`src/logic/tpslc_map.svh`:
```
// Constants of the transmit pulse shaper and line control block
`ifndef TPSLC_MAP_SVH
`define TPSLC_MAP_SVH

// Default amplitude scale per build-out template
`define TPSLC_SCALE_0DB 6'h36
`define TPSLC_SCALE_7P5DB 6'h11
`define TPSLC_SCALE_15DB 6'h08
`define TPSLC_SCALE_22P5DB 6'h04

// Pulse template codes
`define TPSLC_TPL_E1_75 4'h0
`define TPSLC_TPL_E1_120 4'h1
`define TPSLC_TPL_J1 4'h7
`define TPSLC_TPL_LBO_0DB 4'h8
`define TPSLC_TPL_LBO_22P5DB 4'hB
`define TPSLC_TPL_RESET 4'h8
`define TPSLC_LBO_PREFIX 2'h2

// Termination field layout and impedance codes
`define TPSLC_TERM_EXT_BIT 2
`define TPSLC_IMP_E1_75 2'h0
`define TPSLC_IMP_E1_120 2'h1
`define TPSLC_IMP_T1_100 2'h2
`define TPSLC_IMP_J1_110 2'h3

// Pattern pin code that powers the transmitter down
`define TPSLC_PATT_PWRDN 2'h3

// Sample grid: 16 samples per interval, 4 intervals
`define TPSLC_LAST_IDX 6'h3F

// Timing
`define TPSLC_CLK_PERIOD_NS 25
`define TPSLC_LOSS_TIME_NS 3200
`define TPSLC_LOSS_CYC (`TPSLC_LOSS_TIME_NS / `TPSLC_CLK_PERIOD_NS)
`define TPSLC_RST_HOLD_NS 400
`define TPSLC_RST_HOLD_CYC \
  ((`TPSLC_RST_HOLD_NS + `TPSLC_CLK_PERIOD_NS - 1) / `TPSLC_CLK_PERIOD_NS)

`endif

```
`src/logic/tpslc_pkg.sv`:
```
// Types of the transmit pulse shaper and line control block
`default_nettype none
package tpslc_pkg;

  typedef enum logic [0:0] {seq_idle, seq_play} tpslc_seq_type;

  typedef struct packed {
    logic [8:0] meta;
    logic [8:0] stable;
  } tpslc_sync_type;

  typedef struct packed {
    logic meta;
    logic stable;
    logic prev;
    logic [7:0] count;
    logic lost;
  } tpslc_cdet_type;

  typedef struct packed {
    logic [5:0] scale;
    logic [3:0] tpl;
    tpslc_seq_type seq;
    logic [5:0] idx;
    logic [10:0] dac;
    logic oe;
    logic [4:0] hold;
    logic pwr_dn;
    logic term_int;
    logic [1:0] term_imp;
    logic rx_ext;
    logic cfg_err;
  } tpslc_state_type;

endpackage
`default_nettype wire

```
`src/logic/tpslc_pin_sync.sv`:
```
// Two-stage synchroniser for the control pins
`default_nettype none
module tpslc_pin_sync (
  input wire logic clk,
  input wire logic rst_n,
  input wire logic [8:0] pins_async,
  output logic [8:0] pins_sync
);

  tpslc_pkg::tpslc_sync_type state_reg;
  tpslc_pkg::tpslc_sync_type state_next;

  // First stage feeds only the second
  always_comb begin
    state_next = state_reg;
    state_next.meta = pins_async;
    state_next.stable = state_reg.meta;
  end

  // State register
  always_ff @(posedge clk or negedge rst_n) begin
    if (!rst_n) begin
      state_reg <= '0;
    end else begin
      state_reg <= state_next;
    end
  end

  assign pins_sync = state_reg.stable;

endmodule
`default_nettype wire

```
`src/logic/tpslc_clk_loss.sv`:
```
// Loss detector for a clock that arrives on a pin
`include "tpslc_map.svh"
`default_nettype none
module tpslc_clk_loss (
  input wire logic clk,
  input wire logic rst_n,
  input wire logic clk_pin,
  output logic lost
);

  localparam logic [7:0] LOSS_LIMIT = 8'(`TPSLC_LOSS_CYC - 1);

  tpslc_pkg::tpslc_cdet_type state_reg;
  tpslc_pkg::tpslc_cdet_type state_next;
  logic edge_seen;

  // Any edge seen after synchronising restarts the count
  assign edge_seen = state_reg.stable ^ state_reg.prev;

  // Count reference cycles without an edge; release on the next edge
  always_comb begin
    state_next = state_reg;
    state_next.meta = clk_pin;
    state_next.stable = state_reg.meta;
    state_next.prev = state_reg.stable;
    if (edge_seen) begin
      state_next.count = 8'h00;
      state_next.lost = 1'b0;
    end else if (state_reg.count == LOSS_LIMIT) begin
      state_next.lost = 1'b1;
    end else begin
      state_next.count = state_reg.count + 8'h01;
    end
  end

  // State register
  always_ff @(posedge clk or negedge rst_n) begin
    if (!rst_n) begin
      state_reg <= '0;
    end else begin
      state_reg <= state_next;
    end
  end

  assign lost = state_reg.lost;

endmodule
`default_nettype wire

```
`src/logic/tpslc_top.sv`:
```
// Transmit pulse shaper, amplitude scaling and line driver control
`include "tpslc_map.svh"
`default_nettype none
module tpslc_top (
  input wire logic clk,
  input wire logic rst_n,
  input wire logic hw_mode,
  input wire logic tx_high_impedance,
  input wire logic termination_mode_pin,
  input wire logic [1:0] pattern_select_pins,
  input wire logic [3:0] pulse_template_pins,
  input wire logic mclk_in,
  input wire logic tx_clock_in,
  input wire logic [3:0] pulse_template_select,
  input wire logic [2:0] tx_term_select,
  input wire logic chan_hiz_bit,
  input wire logic tx_power_off_bit,
  input wire logic scale_write,
  input wire logic [5:0] scale_wdata,
  input wire logic sw_reset,
  input wire logic remote_loopback,
  input wire logic pattern_from_mclk,
  input wire logic pulse_start,
  input wire logic sample_tick,
  output logic [5:0] amplitude_scale,
  output logic [3:0] active_template,
  output logic lbo_active,
  output logic [10:0] dac_code,
  output logic tx_line_oe,
  output logic tx_power_down,
  output logic tx_term_internal,
  output logic [1:0] tx_term_impedance,
  output logic rx_term_external,
  output logic term_config_error,
  output logic mclk_lost,
  output logic tclk_lost
);

  localparam logic [4:0] HOLD_CYC = 5'(`TPSLC_RST_HOLD_CYC);
  tpslc_pkg::tpslc_state_type state_reg;
  tpslc_pkg::tpslc_state_type state_next;
  logic [8:0] pins_sync;
  logic hw_s;
  logic ghiz_s;
  logic term_pin_s;
  logic [1:0] patt_s;
  logic [3:0] tpl_pins_s;
  logic [3:0] tpl_now;
  logic is_lbo;
  logic t1j1_mode;
  logic float_req;
  logic clk_fault;
  // Default scale of a build-out template
  function automatic logic [5:0] tpslc_def_scale(input logic [1:0] sel);
    logic [5:0] r;
    case (sel)
      2'h0: r = `TPSLC_SCALE_0DB;
      2'h1: r = `TPSLC_SCALE_7P5DB;
      2'h2: r = `TPSLC_SCALE_15DB;
      2'h3: r = `TPSLC_SCALE_22P5DB;
      default: r = `TPSLC_SCALE_0DB;
    endcase
    return r;
  endfunction
  // One sample row: four intervals packed first to last
  function automatic logic [27:0] tpslc_row(input logic [5:0] key);
    logic [27:0] r;
    case (key)
      // 0 dB
      6'h00: r = {7'h17, 7'h42, 7'h00, 7'h00};
      6'h01: r = {7'h27, 7'h41, 7'h00, 7'h00};
      6'h02: r = {7'h27, 7'h00, 7'h00, 7'h00};
      6'h03: r = {7'h26, 7'h00, 7'h00, 7'h00};
      6'h04: r = {7'h25, 7'h00, 7'h00, 7'h00};
      6'h05: r = {7'h25, 7'h00, 7'h00, 7'h00};
      6'h06: r = {7'h25, 7'h00, 7'h00, 7'h00};
      6'h07: r = {7'h24, 7'h00, 7'h00, 7'h00};
      6'h08: r = {7'h23, 7'h00, 7'h00, 7'h00};
      6'h09: r = {7'h4A, 7'h00, 7'h00, 7'h00};
      6'h0A: r = {7'h4A, 7'h00, 7'h00, 7'h00};
      6'h0B: r = {7'h49, 7'h00, 7'h00, 7'h00};
      6'h0C: r = {7'h47, 7'h00, 7'h00, 7'h00};
      6'h0D: r = {7'h45, 7'h00, 7'h00, 7'h00};
      6'h0E: r = {7'h44, 7'h00, 7'h00, 7'h00};
      6'h0F: r = {7'h43, 7'h00, 7'h00, 7'h00};
      // 7.5 dB
      6'h10: r = {7'h00, 7'h14, 7'h02, 7'h00};
      6'h11: r = {7'h02, 7'h12, 7'h02, 7'h00};
      6'h12: r = {7'h09, 7'h10, 7'h02, 7'h00};
      6'h13: r = {7'h13, 7'h0E, 7'h02, 7'h00};
      6'h14: r = {7'h1D, 7'h0C, 7'h02, 7'h00};
      6'h15: r = {7'h25, 7'h0B, 7'h01, 7'h00};
      6'h16: r = {7'h2B, 7'h0A, 7'h01, 7'h00};
      6'h17: r = {7'h31, 7'h09, 7'h01, 7'h00};
      6'h18: r = {7'h36, 7'h08, 7'h01, 7'h00};
      6'h19: r = {7'h3A, 7'h07, 7'h01, 7'h00};
      6'h1A: r = {7'h39, 7'h06, 7'h01, 7'h00};
      6'h1B: r = {7'h30, 7'h05, 7'h01, 7'h00};
      6'h1C: r = {7'h28, 7'h04, 7'h00, 7'h00};
      6'h1D: r = {7'h20, 7'h04, 7'h00, 7'h00};
      6'h1E: r = {7'h1A, 7'h03, 7'h00, 7'h00};
      6'h1F: r = {7'h17, 7'h03, 7'h00, 7'h00};
      // 15 dB
      6'h20: r = {7'h00, 7'h35, 7'h0F, 7'h03};
      6'h21: r = {7'h00, 7'h33, 7'h0D, 7'h02};
      6'h22: r = {7'h00, 7'h30, 7'h0C, 7'h02};
      6'h23: r = {7'h01, 7'h2D, 7'h0B, 7'h02};
      6'h24: r = {7'h04, 7'h2A, 7'h0A, 7'h02};
      6'h25: r = {7'h08, 7'h27, 7'h09, 7'h01};
      6'h26: r = {7'h0E, 7'h24, 7'h08, 7'h01};
      6'h27: r = {7'h14, 7'h21, 7'h07, 7'h01};
      6'h28: r = {7'h1B, 7'h1E, 7'h06, 7'h01};
      6'h29: r = {7'h22, 7'h1C, 7'h06, 7'h01};
      6'h2A: r = {7'h2A, 7'h1A, 7'h05, 7'h01};
      6'h2B: r = {7'h30, 7'h17, 7'h05, 7'h01};
      6'h2C: r = {7'h35, 7'h15, 7'h04, 7'h01};
      6'h2D: r = {7'h37, 7'h14, 7'h04, 7'h00};
      6'h2E: r = {7'h38, 7'h12, 7'h03, 7'h00};
      6'h2F: r = {7'h37, 7'h10, 7'h03, 7'h00};
      // 22.5 dB
      6'h30: r = {7'h00, 7'h2C, 7'h1E, 7'h08};
      6'h31: r = {7'h00, 7'h2E, 7'h1C, 7'h07};
      6'h32: r = {7'h00, 7'h30, 7'h1A, 7'h06};
      6'h33: r = {7'h00, 7'h31, 7'h18, 7'h05};
      6'h34: r = {7'h01, 7'h32, 7'h17, 7'h05};
      6'h35: r = {7'h03, 7'h32, 7'h15, 7'h04};
      6'h36: r = {7'h07, 7'h32, 7'h14, 7'h04};
      6'h37: r = {7'h0B, 7'h31, 7'h13, 7'h03};
      6'h38: r = {7'h0F, 7'h30, 7'h11, 7'h03};
      6'h39: r = {7'h15, 7'h2E, 7'h10, 7'h02};
      6'h3A: r = {7'h19, 7'h2C, 7'h0F, 7'h02};
      6'h3B: r = {7'h1C, 7'h29, 7'h0E, 7'h02};
      6'h3C: r = {7'h20, 7'h27, 7'h0D, 7'h01};
      6'h3D: r = {7'h23, 7'h24, 7'h0C, 7'h01};
      6'h3E: r = {7'h27, 7'h22, 7'h0A, 7'h01};
      6'h3F: r = {7'h2A, 7'h20, 7'h09, 7'h01};
      default: r = 28'h0000000;
    endcase
    return r;
  endfunction
  // Sample at grid index: interval in the high bits, sample in the low
  function automatic logic [6:0] tpslc_sample(input logic [1:0] sel,
                                              input logic [5:0] idx);
    logic [27:0] row;
    logic [6:0] s;
    row = tpslc_row({sel, idx[3:0]});
    case (idx[5:4])
      2'h0: s = row[27:21];
      2'h1: s = row[20:14];
      2'h2: s = row[13:7];
      2'h3: s = row[6:0];
      default: s = 7'h00;
    endcase
    return s;
  endfunction
  // Scale a sample by current over default scale
  function automatic logic [10:0] tpslc_scaled(input logic [6:0] smp,
                                               input logic [5:0] scale,
                                               input logic [1:0] sel);
    logic [12:0] prod;
    logic [12:0] div;
    prod = 13'(smp * scale);
    div = 13'(tpslc_def_scale(sel));
    return 11'(prod / div);
  endfunction
  // Impedance code implied by a template code in hardware mode
  function automatic logic [1:0] tpslc_imp(input logic [3:0] tpl);
    logic [1:0] r;
    case (tpl)
      `TPSLC_TPL_E1_75: r = `TPSLC_IMP_E1_75;
      `TPSLC_TPL_E1_120: r = `TPSLC_IMP_E1_120;
      `TPSLC_TPL_J1: r = `TPSLC_IMP_J1_110;
      default: r = `TPSLC_IMP_T1_100;
    endcase
    return r;
  endfunction
  // Pins from outside pass two flip-flops first
  tpslc_pin_sync u_pin_sync (
    .clk(clk),
    .rst_n(rst_n),
    .pins_async({hw_mode, tx_high_impedance, termination_mode_pin,
                 pattern_select_pins, pulse_template_pins}),
    .pins_sync(pins_sync)
  );

  // Master and transmit clock supervision
  tpslc_clk_loss u_mclk_loss (
    .clk(clk),
    .rst_n(rst_n),
    .clk_pin(mclk_in),
    .lost(mclk_lost)
  );

  tpslc_clk_loss u_tclk_loss (
    .clk(clk),
    .rst_n(rst_n),
    .clk_pin(tx_clock_in),
    .lost(tclk_lost)
  );

  assign hw_s = pins_sync[8];
  assign ghiz_s = pins_sync[7];
  assign term_pin_s = pins_sync[6];
  assign patt_s = pins_sync[5:4];
  assign tpl_pins_s = pins_sync[3:0];

  // Template from pins or software; codes 8 to B are build-outs
  assign tpl_now = hw_s ? tpl_pins_s : pulse_template_select;
  assign is_lbo = (tpl_now[3:2] == `TPSLC_LBO_PREFIX);
  assign t1j1_mode = (tpl_now != `TPSLC_TPL_E1_75) &&
                     (tpl_now != `TPSLC_TPL_E1_120);

  // Transmit clock loss is excused in remote loop or master-clock pattern
  assign clk_fault = mclk_lost ||
                     (tclk_lost && !(remote_loopback || pattern_from_mclk));

  // Every reason to float the line outputs
  assign float_req = ghiz_s || (!hw_s && chan_hiz_bit) || clk_fault || sw_reset ||
                     (state_reg.hold != 5'h00) ||
                     (hw_s ? (patt_s == `TPSLC_PATT_PWRDN) : tx_power_off_bit);

  // Next state of scale, sequencer, line control and termination
  always_comb begin
    state_next = state_reg;
    state_next.tpl = tpl_now;
    // Change to a build-out template reloads the default scale
    if (is_lbo && (tpl_now != state_reg.tpl)) begin
      state_next.scale = tpslc_def_scale(tpl_now[1:0]);
    end
    if (scale_write) begin
      state_next.scale = scale_wdata;
    end
    // Pulse playback over the 64-sample grid
    case (state_reg.seq)
      tpslc_pkg::seq_idle: begin
        if (pulse_start && is_lbo) begin
          state_next.seq = tpslc_pkg::seq_play;
          state_next.idx = 6'h00;
        end
      end
      tpslc_pkg::seq_play: begin
        if (!is_lbo) begin
          state_next.seq = tpslc_pkg::seq_idle;
        end else if (pulse_start) begin
          state_next.idx = 6'h00;
        end else if (sample_tick) begin
          if (state_reg.idx == `TPSLC_LAST_IDX) begin
            state_next.seq = tpslc_pkg::seq_idle;
          end else begin
            state_next.idx = state_reg.idx + 6'h01;
          end
        end
      end
      default: state_next.seq = tpslc_pkg::seq_idle;
    endcase
    if (state_reg.seq == tpslc_pkg::seq_play) begin
      state_next.dac = tpslc_scaled(tpslc_sample(state_reg.tpl[1:0], state_reg.idx),
                                    state_reg.scale, state_reg.tpl[1:0]);
    end else begin
      state_next.dac = 11'h000;
    end
    // Power-down from the register bit or the pattern pins
    if (hw_s) begin
      state_next.pwr_dn = (patt_s == `TPSLC_PATT_PWRDN);
    end else begin
      state_next.pwr_dn = tx_power_off_bit;
    end
    // Termination selection
    if (hw_s) begin
      state_next.term_int = !(term_pin_s && !t1j1_mode);
      state_next.rx_ext = term_pin_s;
      state_next.term_imp = tpslc_imp(tpl_now);
      state_next.cfg_err = 1'b0;
    end else begin
      state_next.term_int = !tx_term_select[`TPSLC_TERM_EXT_BIT];
      state_next.rx_ext = 1'b0;
      state_next.term_imp = tx_term_select[1:0];
      state_next.cfg_err = tx_term_select[`TPSLC_TERM_EXT_BIT] && t1j1_mode;
    end
    // Post-reset float window
    if (state_reg.hold != 5'h00) begin
      state_next.hold = state_reg.hold - 5'h01;
    end
    // Software reset restarts the float window and the scale
    if (sw_reset) begin
      state_next.hold = HOLD_CYC;
      state_next.seq = tpslc_pkg::seq_idle;
      state_next.dac = 11'h000;
      state_next.scale = is_lbo ? tpslc_def_scale(tpl_now[1:0]) : `TPSLC_SCALE_0DB;
    end
    state_next.oe = !float_req;
  end

  // State register; outputs float from reset until the hold window ends
  always_ff @(posedge clk or negedge rst_n) begin
    if (!rst_n) begin
      state_reg <= '0;
      state_reg.scale <= `TPSLC_SCALE_0DB;
      state_reg.tpl <= `TPSLC_TPL_RESET;
      state_reg.hold <= HOLD_CYC;
      state_reg.term_int <= 1'b1;
    end else begin
      state_reg <= state_next;
    end
  end

  // Outputs
  assign amplitude_scale = state_reg.scale;
  assign active_template = state_reg.tpl;
  assign lbo_active = (state_reg.seq == tpslc_pkg::seq_play);
  assign dac_code = state_reg.dac;
  assign tx_line_oe = state_reg.oe;
  assign tx_power_down = state_reg.pwr_dn;
  assign tx_term_internal = state_reg.term_int;
  assign tx_term_impedance = state_reg.term_imp;
  assign rx_term_external = state_reg.rx_ext;
  assign term_config_error = state_reg.cfg_err;

endmodule
`default_nettype wire

```
`config.mk`:
```
export PLATFORM = sky130hd
export DESIGN_NAME = tpslc_top
export DESIGN_NICKNAME = d
export VERILOG_FILES = /design/src/logic/tpslc_pkg.sv /design/src/logic/tpslc_pin_sync.sv /design/src/logic/tpslc_clk_loss.sv /design/src/logic/tpslc_top.sv
export VERILOG_INCLUDE_DIRS = /design/src /design/src/logic
export SDC_FILE = /design/constraint.sdc
export NUM_CORES = 1
export LEC_CHECK = 0
export BUFFER_PORTS_ARGS = -buffer_cell sky130_fd_sc_hd__buf_2
export CAP_MARGIN = 30
export CORE_MARGIN = 2
export CORE_UTILIZATION = 45
export DETAILED_ROUTE_END_ITERATION = 8
export SETUP_SLACK_MARGIN = 0.5
export SLEW_MARGIN = 20
export SYNTH_ARGS = -nofsm -noshare
export SYNTH_HDL_FRONTEND = slang
export SYNTH_HIERARCHICAL = 1
export SYNTH_SLANG_ARGS = --single-unit
```
`constraint.sdc`:
```
create_clock -name clk -period 77.3 [get_ports clk]
set_input_delay 3.865 -clock clk [delete_from_list [all_inputs] [get_ports clk]]
set_output_delay 3.865 -clock clk [all_outputs]
set_load 0.005 [all_outputs]
```
==> impl_metrics.json <==
{
  "synth-simple-area-share": 0.221,
  "diodes": 0,
  "htree_levels": 3,
  "insertion_delay_ps": 360,
  "fp.dieW_um": 150,
  "drive_gt1_frac": 0.124,
  "rsz0062_at_grt": "false",
  "min_from": "u_pin_sync/state_next[5]",
  "period_needed_ps": 29690,
  "crit_buf_inv": 5,
  "cp_slowest_cell": "dfrtp_1",
  "grt_pass1_wl_um": 39600,
  "clk_path_buf_depth": 2,
  "viasPerCell": 5.88,
  "netlist_area_um2": 9580,
  "crit_top_cell": "o21a_1",
  "areaGrowthSynthToFinish_pct": 7.21,
  "async_flop_share": 1.00,
  "num_io_pins": 65,
  "drtAntennaViolNets": 0,
  "dp.cells": 1443,
  "tightest_slew_ps": 772,
  "syn_inst": 1166,
  "ys_types": 95,
  "critPathCaptureType": "register",
  "post_cts_buffers": 0,
  "antenna_found_initial": 0,
  "fin_nets": 1352,
  "drc_errors": 0,
  "startpoint": "state_reg[23]",
  "syn_nets": 1337,
  "synth-seq-cells": 82,
  "path_max_fanout": 17,
  "place_ws_ps": 47960,
  "muxShareOfSynthArea": 0.0466,
  "cp_top_family": "compound AO/OA/AOI/OAI gates",
  "ys_seq_area_frac": 0.215,
  "finalCritPeriodShare": 0.384,
  "arrival_ps": 29940,
  "hold_class": "reg2reg",
  "cts_resized": 0,
  "grt_max_degree": 74,
  "synth_compound_area_frac": 0.233,
  "dp_hpwl_um": 17800,
  "hold_buffers": 0,
  "rows": 53,
  "yosysTopAreaCell": "dfrtp_1",
  "instances_no_fill": 1461,
  "clock_skew_ps": 15.4,
  "critical_path_required_ps": 77540,
  "synth_edf_count": 0,
  "die_h_um": 150,
  "finalSetupTns_ps": 0,
  "synth_fa_ha_area_frac": 0.195,
  "status": "finished clean",
  "cts_tree": "yes",
  "worstSetupStartpointType": "register",
  "cts-buffers-inserted": 9,
  "wl_per_cell_um": 16.4,
  "setup_ws_ps": 47610,
  "drtIter0Drc": 739,
  "clkTransAtPathRegs_ps": 80,
  "maxCapViolations": 0,
  "yosys-top-cells-area": "dfrtp_1 20%, ha_1 15%, fa_1 4.4%, nor2_1 4.1%, o21ai_0 3.8%",
  "reg2reg_from": "state_reg[23]",
  "overflow": 0,
  "synthFlopType": "dfrtp_1",
  "port_buffers": 64,
  "slew_headroom": 0.483,
  "start_util": 0.457,
  "synth_common_cells": "116 x ha_1, 105 x nor2_1, 96 x nand2_1",
  "syn_area_per_cell_um2": 8.22,
  "fillCellCount": 2130,
  "synth_top_family_by_area": "compound AO/OA/AOI/OAI gates",
  "synth_top_area_frac": 0.196,
  "core_area_um2": 21000,
  "grtUsageTotal": 0.217,
  "detail_route.wirelength_um": 24000,
  "setup_viol_count_final": 0,
  "gp_congestion": 0.887,
  "vias": 8588,
  "final_max_slew_viol_count": 0,
  "post-synth-top-count-cell": "ha_1",
  "yosys.area_share.xor_xnor": 0.0247,
  "critical-path-max-stage-delay_ps": 700,
  "yosys_warnings": 6,
  "cts_root_buf": "clkbuf_16",
  "drt_pre_antenna_iters": 5,
  "fp.dieArea_um2": 22500,
  "grt_pass1_vias": 8058,
  "worstSetupPathType": "reg2reg",
  "finalHoldViolations": 0,
  "clock.fmax_ghz": 0.0337,
  "cts_num_sinks": 82
}
-- per-stage QoR --
| step | utilization | cell area [um2] | hold WS (ps) |
|---|---|---|---|
| floorplan | - | 9580 | 331 |
| global placement | 0.473 | 9920 | 332 |
| detailed placement | 0.473 | 9920 | 335 |
| CTS | 0.489 | 10200 | 350 |
| global route | 0.490 | 10300 | 355 |
| finish | 0.490 | 10300 | 349 |
-- logic make-up after synthesis --
| logic type | count (synthesis) |
|---|---|
| simple gates | 420 |
| compound gates | 330 |
| fa+ha+maj | 137 |
| buf+inv | 130 |
| flops | 82 |
| mux | 40 |
| xor+xnor | 27 |
-- final timing paths --
check                           slack, ps                      end  cells after the start
max in group asynchronous           73130       active_template[3]                      3
min in group asynchronous            3320              dac_code[2]                      1
worst min-delay path                  350  u_pin_sync/pins_sync[5]                      0
worst min register to register        350  u_pin_sync/pins_sync[5]                      0
worst max register to register      47610              dac_code[0]                    125
worst max-delay path                47610              dac_code[0]                    125
-- layout by cell type, fill, tap and decap left out, types with 10 or more instances in the layout --
| cell | synthesis | final |
|---|---|---|
| ha_1 | 116 | 116 |
| nor2_1 | 105 | 105 |
| nand2_1 | 96 | 96 |
| dfrtp_1 | 75 | 75 |
| o21ai_0 | 73 | 73 |
| a21oi_1 | 69 | 69 |
| buf_2 | 9 | 63 |
| nor3_1 | 59 | 59 |
| inv_1 | 56 | 56 |
| o21a_1 | 36 | 36 |
| and2_1 | 36 | 36 |
| nand3_1 | 24 | 24 |
| a31oi_1 | 21 | 21 |
| fa_1 | 21 | 21 |
| mux2i_1 | 18 | 18 |
| a211oi_1 | 18 | 18 |
| nor2b_1 | 16 | 16 |
| xnor2_1 | 15 | 15 |
| mux2_2 | 15 | 15 |
| o31ai_1 | 14 | 14 |
| a21o_1 | 13 | 13 |
| xor2_1 | 12 | 12 |
| nor4_1 | 11 | 11 |
| buf_4 | 26 | 10 |
-- per-layer routing --
metal,global-route usage,vias up,part of all wire,wire [um]
met3,0.0457,32,0.065,1550
met4,0.0528,0,0.015,370
met2,0.357,271,0.46,11100
met1,0.291,4010,0.46,11000
met5,0,-,0,0
li1,-,4275,-,-
-- final cells by class --
cell class | count | area [um2] | area share
clock buffer | 9 | 225 | 0.0219
clock inverter | 7 | 96.3 | 0.00938
timing repair buffer | 75 | 423 | 0.0412
tap | 275 | 344 | 0.0335
inverter | 59 | 221 | 0.0216
sequential | 82 | 2060 | 0.201
multi-input combinational | 954 | 6900 | 0.672
Power is not shown: default switching activity piles up to over one toggle a cycle in this logic, so the estimate is an artifact.
